## config.mk

```make
export PLATFORM = sky130hd
export DESIGN_NAME = rx_config_command_decoder
export DESIGN_NICKNAME = d
export VERILOG_FILES = /design/src/rx_config_command_decoder.v
export VERILOG_INCLUDE_DIRS = /design/src
export SDC_FILE = /design/constraint.sdc
export NUM_CORES = 1
export LEC_CHECK = 0
export BUFFER_PORTS_ARGS = -buffer_cell sky130_fd_sc_hd__buf_4
export CAP_MARGIN = 20
export CORE_UTILIZATION = 48
export DETAILED_ROUTE_END_ITERATION = 16
export GPL_TIMING_DRIVEN = 0
export PLACE_DENSITY = 0.67
export SETUP_SLACK_MARGIN = 0.05
export SYNTH_ARGS = -nofsm -noshare
export SYNTH_HDL_FRONTEND = slang
export SYNTH_SLANG_ARGS = --single-unit
```

## constraint.sdc

```tcl
create_clock -name clk_i -period 6.42 [get_ports clk_i]
set_input_delay 0.321 -clock clk_i [delete_from_list [all_inputs] [get_ports clk_i]]
set_output_delay 0.321 -clock clk_i [all_outputs]
set_load 0.03 [all_outputs]
```

## src/rx_cfg_consts.vh

```
// constants for the receiver configuration command decoder
`ifndef RX_CFG_CONSTS_VH
`define RX_CFG_CONSTS_VH
// frame length and command prefixes
`define FRAME_BITS        5'd16
`define PFX_CFG           3'b100
`define PFX_FREQ          4'b1010
`define PFX_RX            8'hC0
`define PFX_SYNC          8'hC1
`define PFX_WAKE          3'b111
`define PFX_WAKE_X        8'hC3
// power-on values of the command words
`define RST_CFG           16'h928A
`define RST_FREQ          16'hAD57
`define RST_RX            16'hC080
`define RST_SYNC          16'hC1D4
`define RST_WAKE          16'hE196
`define RST_WAKE_X        16'hC300
// field positions in the configuration word
`define CFG_BAND_HI       12
`define CFG_BAND_LO       11
`define CFG_BATT          10
`define CFG_WAKE          9
`define CFG_XTAL          8
`define CFG_LOAD_HI       7
`define CFG_LOAD_LO       4
`define CFG_BW_HI         3
`define CFG_BW_LO         1
`define CFG_CLKDIS        0
// band codes
`define BAND_433          2'b01
`define BAND_868          2'b10
`define BAND_915          2'b11
// synthesizer constants per band
`define SYN_N_433         4'h4
`define SYN_N_HI          4'h8
`define SYN_C_LO          4'hA
`define SYN_C_915         4'hB
// frequency word limits
`define FREQ_MIN          12'h060
`define FREQ_MAX          12'hF3F
// receiver word fields
`define RX_VDI_HI         7
`define RX_VDI_LO         6
`define RX_GAIN_HI        5
`define RX_GAIN_LO        4
`define RX_RSSI_HI        3
`define RX_RSSI_LO        1
`define RX_EN             0
`define VDI_STRENGTH      2'b00
`define VDI_QUALITY       2'b01
`define VDI_LOCK          2'b10
// rssi threshold arithmetic in dBm
`define RSSI_BASE_DBM     8'h99
`define RSSI_STEP_DB      8'h06
// fixed upper sync byte
`define SYNC_HIGH_BYTE    8'h2D
// wake-up timer fields
`define WK_EXP_HI         11
`define WK_EXP_LO         8
`define WK_MLO_HI         7
`define WK_MHI_HI         5
`define WK_OFS_HI         7
`define WK_OFS_LO         6
`define WK_SUB_SHIFT      5'd3
// clock tail lengths in output clock pulses
`define TAIL_LONG         10'd512
`define TAIL_SHORT        10'd128
// wake-up sub tick: one eighth of a millisecond
`define WK_SUB_TICK_NS    125000
`define CLK_PERIOD_NS     25
`endif

```

## src/rx_config_command_decoder.v

```verilog
// serial command decoder and setting registers of the fsk receiver
`timescale 1ns/100ps
`default_nettype none
`include "rx_cfg_consts.vh"

module rx_config_command_decoder #(
    parameter SUB_TICK_CYCLES = `WK_SUB_TICK_NS / `CLK_PERIOD_NS
) (
    // clock, reset, enable
    input  wire        clk_i,
    input  wire        rst_n_i,
    input  wire        ce_i,
    // serial control port pins
    input  wire        serial_clock_i,
    input  wire        serial_data_i,
    input  wire        serial_select_low_i,
    // same-domain receiver status and mode inputs
    input  wire        digital_signal_strength_i,
    input  wire        data_quality_flag_i,
    input  wire        clock_lock_i,
    input  wire        duty_cycle_mode_i,
    input  wire        slow_clock_keep_i,
    input  wire        clock_tail_long_i,
    input  wire        clk_out_pulse_i,
    // configuration settings
    output wire [1:0]  band_select_o,
    output wire        low_battery_detector_enable_o,
    output wire        wakeup_timer_enable_o,
    output wire        crystal_keep_on_o,
    output wire [3:0]  crystal_load_cap_o,
    output wire [2:0]  baseband_bw_select_o,
    output wire        clock_output_disable_o,
    // synthesizer
    output wire [11:0] synth_freq_word_o,
    output reg  [3:0]  synth_n_o,
    output reg  [3:0]  synth_c_o,
    // receiver settings
    output wire [1:0]  valid_indicator_source_o,
    output wire [1:0]  lna_gain_select_o,
    output wire [2:0]  rssi_threshold_select_o,
    output reg  [7:0]  rssi_threshold_dbm_o,
    output wire        receiver_enable_o,
    output reg         valid_data_flag_o,
    // sync pattern and wake-up timer
    output wire [15:0] sync_pattern_o,
    output wire [13:0] wakeup_mantissa_o,
    output wire [3:0]  wakeup_exponent_o,
    output wire [1:0]  wakeup_exponent_offset_o,
    // oscillators and interrupt
    output reg         slow_osc_on_o,
    output reg         crystal_on_o,
    output reg         wakeup_flag_o,
    output reg         interrupt_request_low_o
);

    // command word holding registers
    reg [15:0] cfg_reg;
    reg [15:0] freq_reg;
    reg [15:0] rx_reg;
    reg [15:0] sync_reg;
    reg [15:0] wake_reg;
    reg [15:0] wake_x_reg;

    // pin synchronisers and shift state
    reg [2:0]  sck_sync_reg;
    reg [1:0]  sdi_sync_reg;
    reg [2:0]  sel_sync_reg;
    reg [15:0] shift_reg;
    reg [4:0]  bit_cnt_reg;
    reg        first_bit_reg;

    // wake-up timer and clock tail state
    reg [15:0] sub_cnt_reg;
    reg [31:0] period_cnt_reg;
    reg [9:0]  tail_cnt_reg;

    wire sck_rise = sck_sync_reg[1] & ~sck_sync_reg[2];
    wire sel_low  = ~sel_sync_reg[1];
    wire sel_rise = sel_sync_reg[1] & ~sel_sync_reg[2];

    // frame ends: full word, or a status read starting with zero
    wire frame_done  = sel_rise & (bit_cnt_reg == `FRAME_BITS);
    wire status_read = sel_rise & (bit_cnt_reg != 5'd0) & ~first_bit_reg;

    wire wr_cfg    = frame_done & (shift_reg[15:13] == `PFX_CFG);
    wire wr_freq   = frame_done & (shift_reg[15:12] == `PFX_FREQ);
    wire wr_rx     = frame_done & (shift_reg[15:8] == `PFX_RX);
    wire wr_sync   = frame_done & (shift_reg[15:8] == `PFX_SYNC);
    wire wr_wake   = frame_done & (shift_reg[15:13] == `PFX_WAKE);
    wire wr_wake_x = frame_done & (shift_reg[15:8] == `PFX_WAKE_X);

    // range check on the frequency word
    wire freq_ok = (shift_reg[11:0] >= `FREQ_MIN) &
                   (shift_reg[11:0] <= `FREQ_MAX);

    // keep-on cleared with clock output on starts the tail
    wire tail_start = wr_cfg & cfg_reg[`CFG_XTAL] &
                      ~shift_reg[`CFG_XTAL] & ~shift_reg[`CFG_CLKDIS];
    // tail length chosen by the long/short setting
    wire [9:0] tail_len = clock_tail_long_i ? `TAIL_LONG : `TAIL_SHORT;

    // mantissa and exponents gathered from two words
    wire [13:0] mant = {wake_x_reg[`WK_MHI_HI:0], wake_reg[`WK_MLO_HI:0]};
    wire [3:0]  rexp = wake_reg[`WK_EXP_HI:`WK_EXP_LO];
    wire [1:0]  cexp = wake_x_reg[`WK_OFS_HI:`WK_OFS_LO];
    // period in eighth-ms ticks: M shifted by R-C+3
    wire [4:0]  shamt = {1'b0, rexp} + `WK_SUB_SHIFT - {3'b000, cexp};
    wire [31:0] period_ticks = {18'h00000, mant} << shamt;

    wire sub_tick = (sub_cnt_reg == SUB_TICK_CYCLES[15:0] - 16'h0001);
    wire wk_en    = cfg_reg[`CFG_WAKE];
    wire wake_event = wk_en & sub_tick & (period_ticks != 32'h00000000) &
                      (period_cnt_reg >= period_ticks - 32'h00000001);

    // effective threshold: base + 6*code + gain step (-6 each)
    wire [7:0] rssi_eff = `RSSI_BASE_DBM +
        `RSSI_STEP_DB * {5'h00, rx_reg[`RX_RSSI_HI:`RX_RSSI_LO]} -
        `RSSI_STEP_DB * {6'h00, rx_reg[`RX_GAIN_HI:`RX_GAIN_LO]};

    // synchronise the serial pins before any use
    always @(posedge clk_i or negedge rst_n_i) begin
        if (!rst_n_i) begin
            sck_sync_reg <= 3'h0;
            sdi_sync_reg <= 2'h0;
            sel_sync_reg <= 3'h7;
        end else if (ce_i) begin
            sck_sync_reg <= {sck_sync_reg[1:0], serial_clock_i};
            sdi_sync_reg <= {sdi_sync_reg[0], serial_data_i};
            sel_sync_reg <= {sel_sync_reg[1:0], serial_select_low_i};
        end
    end

    // shift on rising serial clock while select is low
    always @(posedge clk_i or negedge rst_n_i) begin
        if (!rst_n_i) begin
            shift_reg     <= 16'h0000;
            bit_cnt_reg   <= 5'h00;
            first_bit_reg <= 1'b1;
        end else if (ce_i) begin
            if (!sel_low) begin
                bit_cnt_reg <= 5'h00;
            end else if (sck_rise) begin
                shift_reg <= {shift_reg[14:0], sdi_sync_reg[1]};
                if (bit_cnt_reg == 5'h00) begin
                    first_bit_reg <= sdi_sync_reg[1];
                end
                // longer frames saturate and are dropped at the end
                if (bit_cnt_reg != 5'h1F) begin
                    bit_cnt_reg <= bit_cnt_reg + 5'h01;
                end
            end
        end
    end

    always @(posedge clk_i or negedge rst_n_i) begin
        if (!rst_n_i) begin
            cfg_reg    <= `RST_CFG;
            freq_reg   <= `RST_FREQ;
            rx_reg     <= `RST_RX;
            sync_reg   <= `RST_SYNC;
            wake_reg   <= `RST_WAKE;
            wake_x_reg <= `RST_WAKE_X;
        end else if (ce_i) begin
            if (wr_cfg) begin
                cfg_reg <= shift_reg;
            end
            // out-of-range word leaves the old value
            if (wr_freq && freq_ok) begin
                freq_reg <= shift_reg;
            end
            if (wr_rx) begin
                rx_reg <= shift_reg;
            end
            if (wr_sync) begin
                sync_reg <= shift_reg;
            end
            if (wr_wake) begin
                wake_reg <= shift_reg;
            end
            if (wr_wake_x) begin
                wake_x_reg <= shift_reg;
            end
        end
    end

    // wake-up timer counts only while enabled
    always @(posedge clk_i or negedge rst_n_i) begin
        if (!rst_n_i) begin
            sub_cnt_reg    <= 16'h0000;
            period_cnt_reg <= 32'h00000000;
        end else if (ce_i) begin
            // a new period setting restarts the count cleanly
            if (!wk_en || wr_wake || wr_wake_x) begin
                sub_cnt_reg    <= 16'h0000;
                period_cnt_reg <= 32'h00000000;
            end else if (sub_tick) begin
                sub_cnt_reg <= 16'h0000;
                if (wake_event) begin
                    period_cnt_reg <= 32'h00000000;
                end else begin
                    period_cnt_reg <= period_cnt_reg + 32'h00000001;
                end
            end else begin
                sub_cnt_reg <= sub_cnt_reg + 16'h0001;
            end
        end
    end

    // wake flag drives the active-low request; set beats clear
    always @(posedge clk_i or negedge rst_n_i) begin
        if (!rst_n_i) begin
            wakeup_flag_o           <= 1'b0;
            interrupt_request_low_o <= 1'b1;
        end else if (ce_i) begin
            if (wake_event) begin
                wakeup_flag_o           <= 1'b1;
                interrupt_request_low_o <= 1'b0;
            end else if (status_read) begin
                wakeup_flag_o           <= 1'b0;
                interrupt_request_low_o <= 1'b1;
            end
        end
    end

    // clock tail counts output clock pulses down
    always @(posedge clk_i or negedge rst_n_i) begin
        if (!rst_n_i) begin
            tail_cnt_reg <= 10'h000;
        end else if (ce_i) begin
            if (tail_start) begin
                tail_cnt_reg <= tail_len;
            end else if (wr_cfg && shift_reg[`CFG_XTAL]) begin
                tail_cnt_reg <= 10'h000; // keep-on again, tail not needed
            end else if (tail_cnt_reg != 10'h000 && clk_out_pulse_i) begin
                tail_cnt_reg <= tail_cnt_reg - 10'h001;
            end
        end
    end

    // registered derived outputs
    always @(posedge clk_i or negedge rst_n_i) begin
        if (!rst_n_i) begin
            crystal_on_o         <= 1'b0;
            slow_osc_on_o        <= 1'b0;
            valid_data_flag_o    <= 1'b0;
            synth_n_o            <= 4'h0;
            synth_c_o            <= 4'h0;
            rssi_threshold_dbm_o <= 8'h00;
        end else if (ce_i) begin
            // crystal on by keep bit, receiver, or tail
            crystal_on_o <= cfg_reg[`CFG_XTAL] | rx_reg[`RX_EN] |
                            (tail_cnt_reg != 10'h000);
            // slow oscillator request from any of four sources
            slow_osc_on_o <= slow_clock_keep_i | duty_cycle_mode_i |
                             cfg_reg[`CFG_BATT] | cfg_reg[`CFG_WAKE];
            case (rx_reg[`RX_VDI_HI:`RX_VDI_LO])
                `VDI_STRENGTH: valid_data_flag_o <= digital_signal_strength_i;
                `VDI_QUALITY:  valid_data_flag_o <= data_quality_flag_i;
                `VDI_LOCK:     valid_data_flag_o <= clock_lock_i;
                default:       valid_data_flag_o <= 1'b1;
            endcase
            // synthesizer constants from the band, codes
            case (cfg_reg[`CFG_BAND_HI:`CFG_BAND_LO])
                `BAND_433: begin
                    synth_n_o <= `SYN_N_433;
                    synth_c_o <= `SYN_C_LO;
                end
                `BAND_868: begin
                    synth_n_o <= `SYN_N_HI;
                    synth_c_o <= `SYN_C_LO;
                end
                `BAND_915: begin
                    synth_n_o <= `SYN_N_HI;
                    synth_c_o <= `SYN_C_915;
                end
                default: begin
                    synth_n_o <= 4'h0; // reserved band: no synthesis
                    synth_c_o <= 4'h0;
                end
            endcase
            // gain step folded into the threshold
            rssi_threshold_dbm_o <= rssi_eff;
        end
    end

    assign band_select_o = cfg_reg[`CFG_BAND_HI:`CFG_BAND_LO];
    assign low_battery_detector_enable_o = cfg_reg[`CFG_BATT];
    assign wakeup_timer_enable_o = cfg_reg[`CFG_WAKE];
    assign crystal_keep_on_o = cfg_reg[`CFG_XTAL];
    // load code, bandwidth code, clock disable
    assign crystal_load_cap_o = cfg_reg[`CFG_LOAD_HI:`CFG_LOAD_LO];
    assign baseband_bw_select_o = cfg_reg[`CFG_BW_HI:`CFG_BW_LO];
    assign clock_output_disable_o = cfg_reg[`CFG_CLKDIS];
    assign synth_freq_word_o = freq_reg[11:0];
    assign valid_indicator_source_o = rx_reg[`RX_VDI_HI:`RX_VDI_LO];
    assign lna_gain_select_o = rx_reg[`RX_GAIN_HI:`RX_GAIN_LO];
    assign rssi_threshold_select_o = rx_reg[`RX_RSSI_HI:`RX_RSSI_LO];
    assign receiver_enable_o = rx_reg[`RX_EN];
    // fixed upper byte with programmable lower byte
    assign sync_pattern_o = {`SYNC_HIGH_BYTE, sync_reg[7:0]};
    assign wakeup_mantissa_o = mant;
    assign wakeup_exponent_o = rexp;
    assign wakeup_exponent_offset_o = cexp;

endmodule
`default_nettype wire

```

=== After elaboration in Yosys (flattened, before gate mapping) ===
Index checks and enable logic that the tools add are counted.

* Bits in registers: 170
* Bits of input ports: 13
* Output and inout port bits: 90
* Logic and storage cells: 130

* $add $sub $neg: 9
* Multipliers: 2
* Order comparisons: 3
* Equal/unequal tests: 14
* Shift-type cells: 1
* Mux-type cells: 19
* Bitwise logic cells: 29
* Reductions and logical operators: 30

{| class="wikitable"
|+ Operators with widths
! operator !! number
|-
| 2-to-1 mux 32 bit || 3
|-
| 2-to-1 mux 10 bit || 4
|-
| adder 32 x 1 -> 32 bit, second input constant || 1
|-
| >= comparator 32 bit || 1
|-
| 2-to-1 mux 16 bit || 2
|-
| nonzero test 32 bit || 1
|-
| left shift 14 x 5 -> 32 bit || 1
|-
| subtractor 32 x 1 -> 32 bit, second input constant || 1
|-
| == test 8 bit, second input constant || 3
|-
| bitwise AND 1 bit || 18
|-
| AND reduction 2 bit || 9
|-
| adder 16 x 1 -> 16 bit, second input constant || 1
|-
| == test 16 x 13 -> 1 bit, second input constant || 1
|-
| one-hot mux 4 bit (2 select lines) || 2
|-
| 2-to-1 mux 5 bit || 3
|-
| >= comparator 12 x 7 -> 1 bit, second input constant || 1
|-
| less-or-equal comparator 12 bit, second input constant || 1
|-
| nonzero test 10 bit || 1
|-
| subtractor 10 x 1 -> 10 bit, second input constant || 1
|-
| adder 8 x 6 -> 8 bit, first input constant || 1
|-
| nonzero test 2 bit || 4
|-
| subtractor 8 x 5 -> 8 bit || 1
|-
| == test 2 bit, second input constant || 3
|-
| == test 3 bit, second input constant || 2
|-
| 23 further kinds || 41
|}

=== Depth between registers and ports, before layout ===
* Depth after elaboration: 9
* Mapped depth: 28
* Depth with buffers taken out: 23

=== Worst setup path before layout ===
OpenSTA, ideal clock, no wires.

* Path type: flip-flop to flip-flop
* From: register wake_x_reg[7]
* To: register period_cnt_reg[30]
* Arrival: 5416 ps
* Setup slack: 931 ps
* Stages on the path, launching flop included: 24
* Path buffers: 2
* Period minus slack after synthesis: 5489 ps
* Cell sequence: dfrtp_1 -> inv_1 -> ha_1 -> ha_1 -> fa_1 -> xor2_1 -> buf_2 -> mux2_2 -> a2bb2oi_1 -> o31ai_1 -> and3_2 -> nand4_1 -> nor3_1 -> xnor2_1 -> ha_1 -> a21o_1 -> a21o_1 -> a21oi_1 -> o21ai_0 -> a21o_1 -> a31oi_1 -> a32oi_4 -> buf_6 -> a21oi_2

* Word-level cells in the longest chain between the ends: 8

{| class="wikitable"
|+ RTL lines
! what !! RTL line !! source
|-
| start: declaration || rx_config_command_decoder.v:62 || <nowiki>reg [15:0] wake_x_reg;</nowiki>
|-
| start signal: assignment || rx_config_command_decoder.v:162 || <nowiki>wake_x_reg <= `RST_WAKE_X;</nowiki>
|-
| start signal: assignment || rx_config_command_decoder.v:181 || <nowiki>wake_x_reg <= shift_reg;</nowiki>
|-
| subtractor 5 x 2 -> 5 bit * || rx_config_command_decoder.v:107 || <nowiki>wire [4:0] shamt = {1'b0, rexp} + `WK_SUB_SHIFT - {3'b000, cexp};</nowiki>
|-
| left shift 14 x 5 -> 32 bit * || rx_config_command_decoder.v:108 || <nowiki>wire [31:0] period_ticks = {18'h00000, mant} << shamt;</nowiki>
|-
| subtractor 32 x 1 -> 32 bit or nonzero test 32 bit (tied branches) || rx_config_command_decoder.v:113, rx_config_command_decoder.v:112 ||
|-
| >= comparator 32 bit or bitwise AND 1 bit (tied branches) || rx_config_command_decoder.v:113, rx_config_command_decoder.v:112 ||
|-
| bitwise AND 1 bit * || rx_config_command_decoder.v:112 || <nowiki>wire wake_event = wk_en & sub_tick & (period_ticks != 32'h00000000) &</nowiki>
|-
| 2-to-1 mux 32 bit * || rx_config_command_decoder.v:198 || <nowiki>if (wake_event) begin</nowiki>
|-
| 2-to-1 mux 32 bit * || rx_config_command_decoder.v:196 || <nowiki>end else if (sub_tick) begin</nowiki>
|-
| 2-to-1 mux 32 bit * || rx_config_command_decoder.v:193 || <nowiki>if (!wk_en || wr_wake || wr_wake_x) begin</nowiki>
|-
| end signal: assignment || rx_config_command_decoder.v:201 || <nowiki>period_cnt_reg <= period_cnt_reg + 32'h00000001;</nowiki>
|-
| end: declaration || rx_config_command_decoder.v:74 || <nowiki>reg [31:0] period_cnt_reg;</nowiki>
|}

Mark *: on every way between the ends. The rest lies on a longest branch, timed or not. The select of a mux whose other input is x is not followed.
A chain may end at the register's enable or synchronous reset.

=== Worst setup path in the final report ===
* From: register wake_reg[9]
* To: register period_cnt_reg[7]

* Word-level cells in the longest chain between the ends: 9

{| class="wikitable"
|+ RTL lines
! what !! RTL line !! source
|-
| start: declaration || rx_config_command_decoder.v:61 || <nowiki>reg [15:0] wake_reg;</nowiki>
|-
| start signal: assignment || rx_config_command_decoder.v:161 || <nowiki>wake_reg <= `RST_WAKE;</nowiki>
|-
| start signal: assignment || rx_config_command_decoder.v:178 || <nowiki>wake_reg <= shift_reg;</nowiki>
|-
| adder 4 x 2 -> 5 bit (no source line) * || -- ||
|-
| subtractor 5 x 2 -> 5 bit * || rx_config_command_decoder.v:107 ||
|-
| left shift 14 x 5 -> 32 bit * || rx_config_command_decoder.v:108 ||
|-
| subtractor 32 x 1 -> 32 bit or nonzero test 32 bit (tied branches) || rx_config_command_decoder.v:113, rx_config_command_decoder.v:112 ||
|-
| >= comparator 32 bit or bitwise AND 1 bit (tied branches) || rx_config_command_decoder.v:113, rx_config_command_decoder.v:112 ||
|-
| bitwise AND 1 bit * || rx_config_command_decoder.v:112 ||
|-
| 2-to-1 mux 32 bit * || rx_config_command_decoder.v:198 ||
|-
| 2-to-1 mux 32 bit * || rx_config_command_decoder.v:196 ||
|-
| 2-to-1 mux 32 bit * || rx_config_command_decoder.v:193 ||
|}

Marked as above.

==> summary by stage <==
Route
For this block, the via count after detailed routing is 8,869. The wire length reported by the detailed router is 28,400 um. The total DRC errors in the routed layout is 0. The remaining antenna violation count is 0. In the final routed layout, each cell accounts on average for 18.8 um. For this block, the initial DRC count from the detailed router was between 500 and 600.

The first detailed-routing pass ran for 6 iterations. The via count normalized by instance count is 5.88.

Synthesis
Yosys mapped a number of flops with a built-in enable equal to 0. For this run, the number of Yosys warnings is 0. The top flip-flop cell by instance count after synthesis is dfrtp_1. The post-synthesis async set-or-reset flop share is 100%. Synthesis instantiated 77 different standard cells from the library. The count of state elements after synthesis is about 170.

After synthesis, the cell types taking the most area are dfrtp_1 31%, mux2_2 11%, dfstp_2 6.7%. The summed instance area of the synthesized netlist is 11,000 um2. Synthesis handed over a netlist of 1,085 instances. The synthesized area per cell is 10.2 um2. Of the synthesized area, sequential elements account for 38.0%. Summed over all instances, the cell type with the most area after synthesis is dfrtp_1. The area share of the largest cell type after synthesis is 31.3%. dfrtp_1 is the most common cell in the netlist. Sorting the synthesized cells by how often they occur yields 138 x dfrtp_1, 103 x mux2_2, 78 x nand2_1.

Placed design
Routability-driven placement finished with a final weighted congestion of between 0.9 and 1. The placed instance area is 12,100 um2. Summed over all nets, the half-perimeter wirelength after detailed placement is 20,500 um. The port buffer count is between 90 and 100.

Global route
The number of antenna violations at the first check in global routing is 0. The number of global-route vias before repair is 8,743. The first global-routing pass estimated 46,200 um of wire.

Summed over all layers, the global routing overflow is 0. Entering global routing, the biggest net connects 111 pins. The overall track demand over capacity in global routing is 24.7%.

Die
The initial cell density of the core is 48.9%. During I/O placement, the number of pins put on the boundary was 103. The core region is 22,600 um2. The vertical extent of the die is about 150 um. From left edge to right edge, the die measures 154 um. The floorplan step defined a die boundary enclosing approximately 24,000 um2.

The row count is between 50 and 60.

Worst setup path
For the worst setup path, the data required time is approximately 6.8 ns. The category of the critical setup timing path is reg2reg. The critical path goes through ha_1 > ha_1 > fa_1 > buf_2 > buf_6 > buf_2 > mux2_2 > a22oi_1 > a21oi_1 > a311oi_2 > nand3_4 > nor2_1 > a31oi_1 > a31oi_1 > ha_1 > a21o_1 > a21oi_1 > o21ai_0 > a21o_1 > a31oi_2 > a32oi_4 > buf_6 > a21oi_2. The source of the critical timing path is wake_reg[9]. The most numerous cell type found on the critical path is ha_1. The cell class contributing the biggest share of worst-path delay is compound AO/OA/AOI/OAI gates.

The worst setup path is captured at a register. The end of the critical path is period_cnt_reg[7]. The startpoint of the most critical register-to-register path is wake_reg[9].

The largest stage delay on the critical path is 0.51 ns. The endpoint identified for the worst register-to-register timing path is period_cnt_reg[7]. The number of logic stages on the critical path including buffering is 23. The arrival time of the worst setup path is 6.37 ns.

Along the worst path, the maximum fanout reaches 10. Together, buffers and inverters on the worst path number 4. The worst register-to-register path has a depth of 23. The worst setup path is launched from a register. Among all stages on the critical path, the largest delay is contributed by fa_1. Setup slack on the worst reg-to-reg path comes out at around 0.4 ns.

Timing
Across all hold checks on the routed design, the worst slack comes to approximately 0.12 ns. Static timing analysis puts the maximum clock frequency at 0.166 GHz. The headroom to the max-slew limit is 44.3%. The share of the clock period used by the worst path after layout is 93.7%.

The final-report max-slew violation count is 0. The slew at the pin closest to its max-slew limit is between 0.8 and 0.9 ns. The final hold violation count is 0. Setup repair after global routing left no endpoint under its margin. The final setup violation count is 0. The minimum period implied by the final worst setup slack is roughly 6 ns.

For the final database, setup skew stands at 0.0133 ns.

Pwr
In this run the static leakage power is 6.02 nW. The areal power density over the cells is 196 nW/um2. The maximum VDD drop is 0.198 mV.

Job
Across the run, the number of max-cap violations was 0.

CTS
Counting along the longest clock path gives a buffer depth of 2. The number of H-tree branching levels is 4. The register clock-pin slew on the reported worst setup and hold paths is roughly 0.07 ns. The clock reaches the later pin of the worst-skew pair after 0.43 ns. TritonCTS built the clock tree.

TritonCTS created 17 clock buffers. The clock net in this run drives a total of between 150 and 200 sinks. Clock tree synthesis selected as its root buffer the cell clkbuf_16.

Cells and area
Relative to the synthesized area, the layout overhead comes to 16.5%. The antenna cell count is 0. The number of nets in the layout is 1,284. Summing all non-filler instances in the final layout gives an area of 12,900 um2. Counting the fill cells in the layout gives 2,025.

The number of flip-flops in the largest register is 32. The post-route netlist has 29.3% of its cells at a drive strength greater than 1.

Hold path
The worst hold path belongs to the class in2reg.

Run status
The flow ran to the end, and the final reports show no timing, DRC or antenna violations.
kinds of logic after synthesis:
logic type | after synthesis | share of synthesized area, %
compound gates | 208 | 13.2
flops | 166 | 38.0
other cells | 2 | 0.0680
buf+inv | 99 | 4.48
xor+xnor | 68 | 5.40
simple gates | 337 | 16.0
fa+ha+maj | 60 | 7.01
mux | 145 | 15.9
how the worst min path moves through the flow:
stage	from	endpoint	slack [ns]	cells past startpoint
2_1_floorplan	rst_n_i	bit_cnt_reg[0]	0.03	0
6_report	serial_data_i	sdi_sync_reg[0]	0.12	2
5_1_grt	serial_select_low_i	sel_sync_reg[0]	0.11	2
3_3_place_gp	rssi_threshold_dbm_o[0]	rssi_threshold_dbm_o[0]	0.45	1
3_5_place_dp	rst_n_i	period_cnt_reg[19]	0.29	1
4_1_cts	serial_data_i	sdi_sync_reg[0]	0.10	2
repair_timing:
action | in CTS | in global routing
hold buffers | 1 | 0
hold endpoints to repair | 40 | 0
setup endpoints to repair | 34 | 34
pin swaps | 1 | 1
gates resized for setup | 2 | 9
setup buffers | 2 | 3
stage by stage:
step	std cells	setup TNS [ns]	util (%)	setup WS, ns	power, W
CTS	1506	0	56.6	0.0982	0.00254
floorplan	1094	0	-	0.931	0.00136
global route	1509	0	57.0	0.0487	0.00262
finish	1509	0	57.0	0.402	0.00252
detailed placement	1471	-2.78	53.8	-0.108	0.00147
global placement	1470	-1.87	53.7	-0.0735	0.00146
layer usage:
metal	routed length, um	track usage, %
met1	12700	32.6
met2	13400	40.7
met3	1570	4.82
met4	670	8.10
met5	0	0
final cells by class:
class / count / area [um2] / share of cell area (%)
Buffer: 67 / 375 / 2.92
Clock buffer: 18 / 429 / 3.34
Clock inverter: 14 / 173 / 1.34
Inverter: 32 / 120 / 0.934
Multi-Input combinational cell: 829 / 6450 / 50.2
Sequential cell: 166 / 4190 / 32.6
Tap cell: 285 / 357 / 2.77
Timing Repair Buffer: 98 / 766 / 5.96
power breakdown:
part | internal, W | switching (W)
Combinational | 0.0000987 | 0.000138
Sequential | 0.00112 | 0.0000908
Clock | 0.000617 | 0.000452
cells in the final DEF (no fill, tap or decap), types with 30 or more instances in the layout:
cell type,Yosys,layout
buf_4,18,113
xnor2_1,36,36
inv_1,32,32
a21oi_2,30,30
a21oi_1,35,35
ha_1,57,57
dfrtp_1,138,138
nand2_1,78,78
nor2_1,73,73
mux2_2,103,103
nand3_1,34,34
xor2_1,32,31
o21ai_0,46,46
No activity file was read; power rests on OpenSTA's default activity.
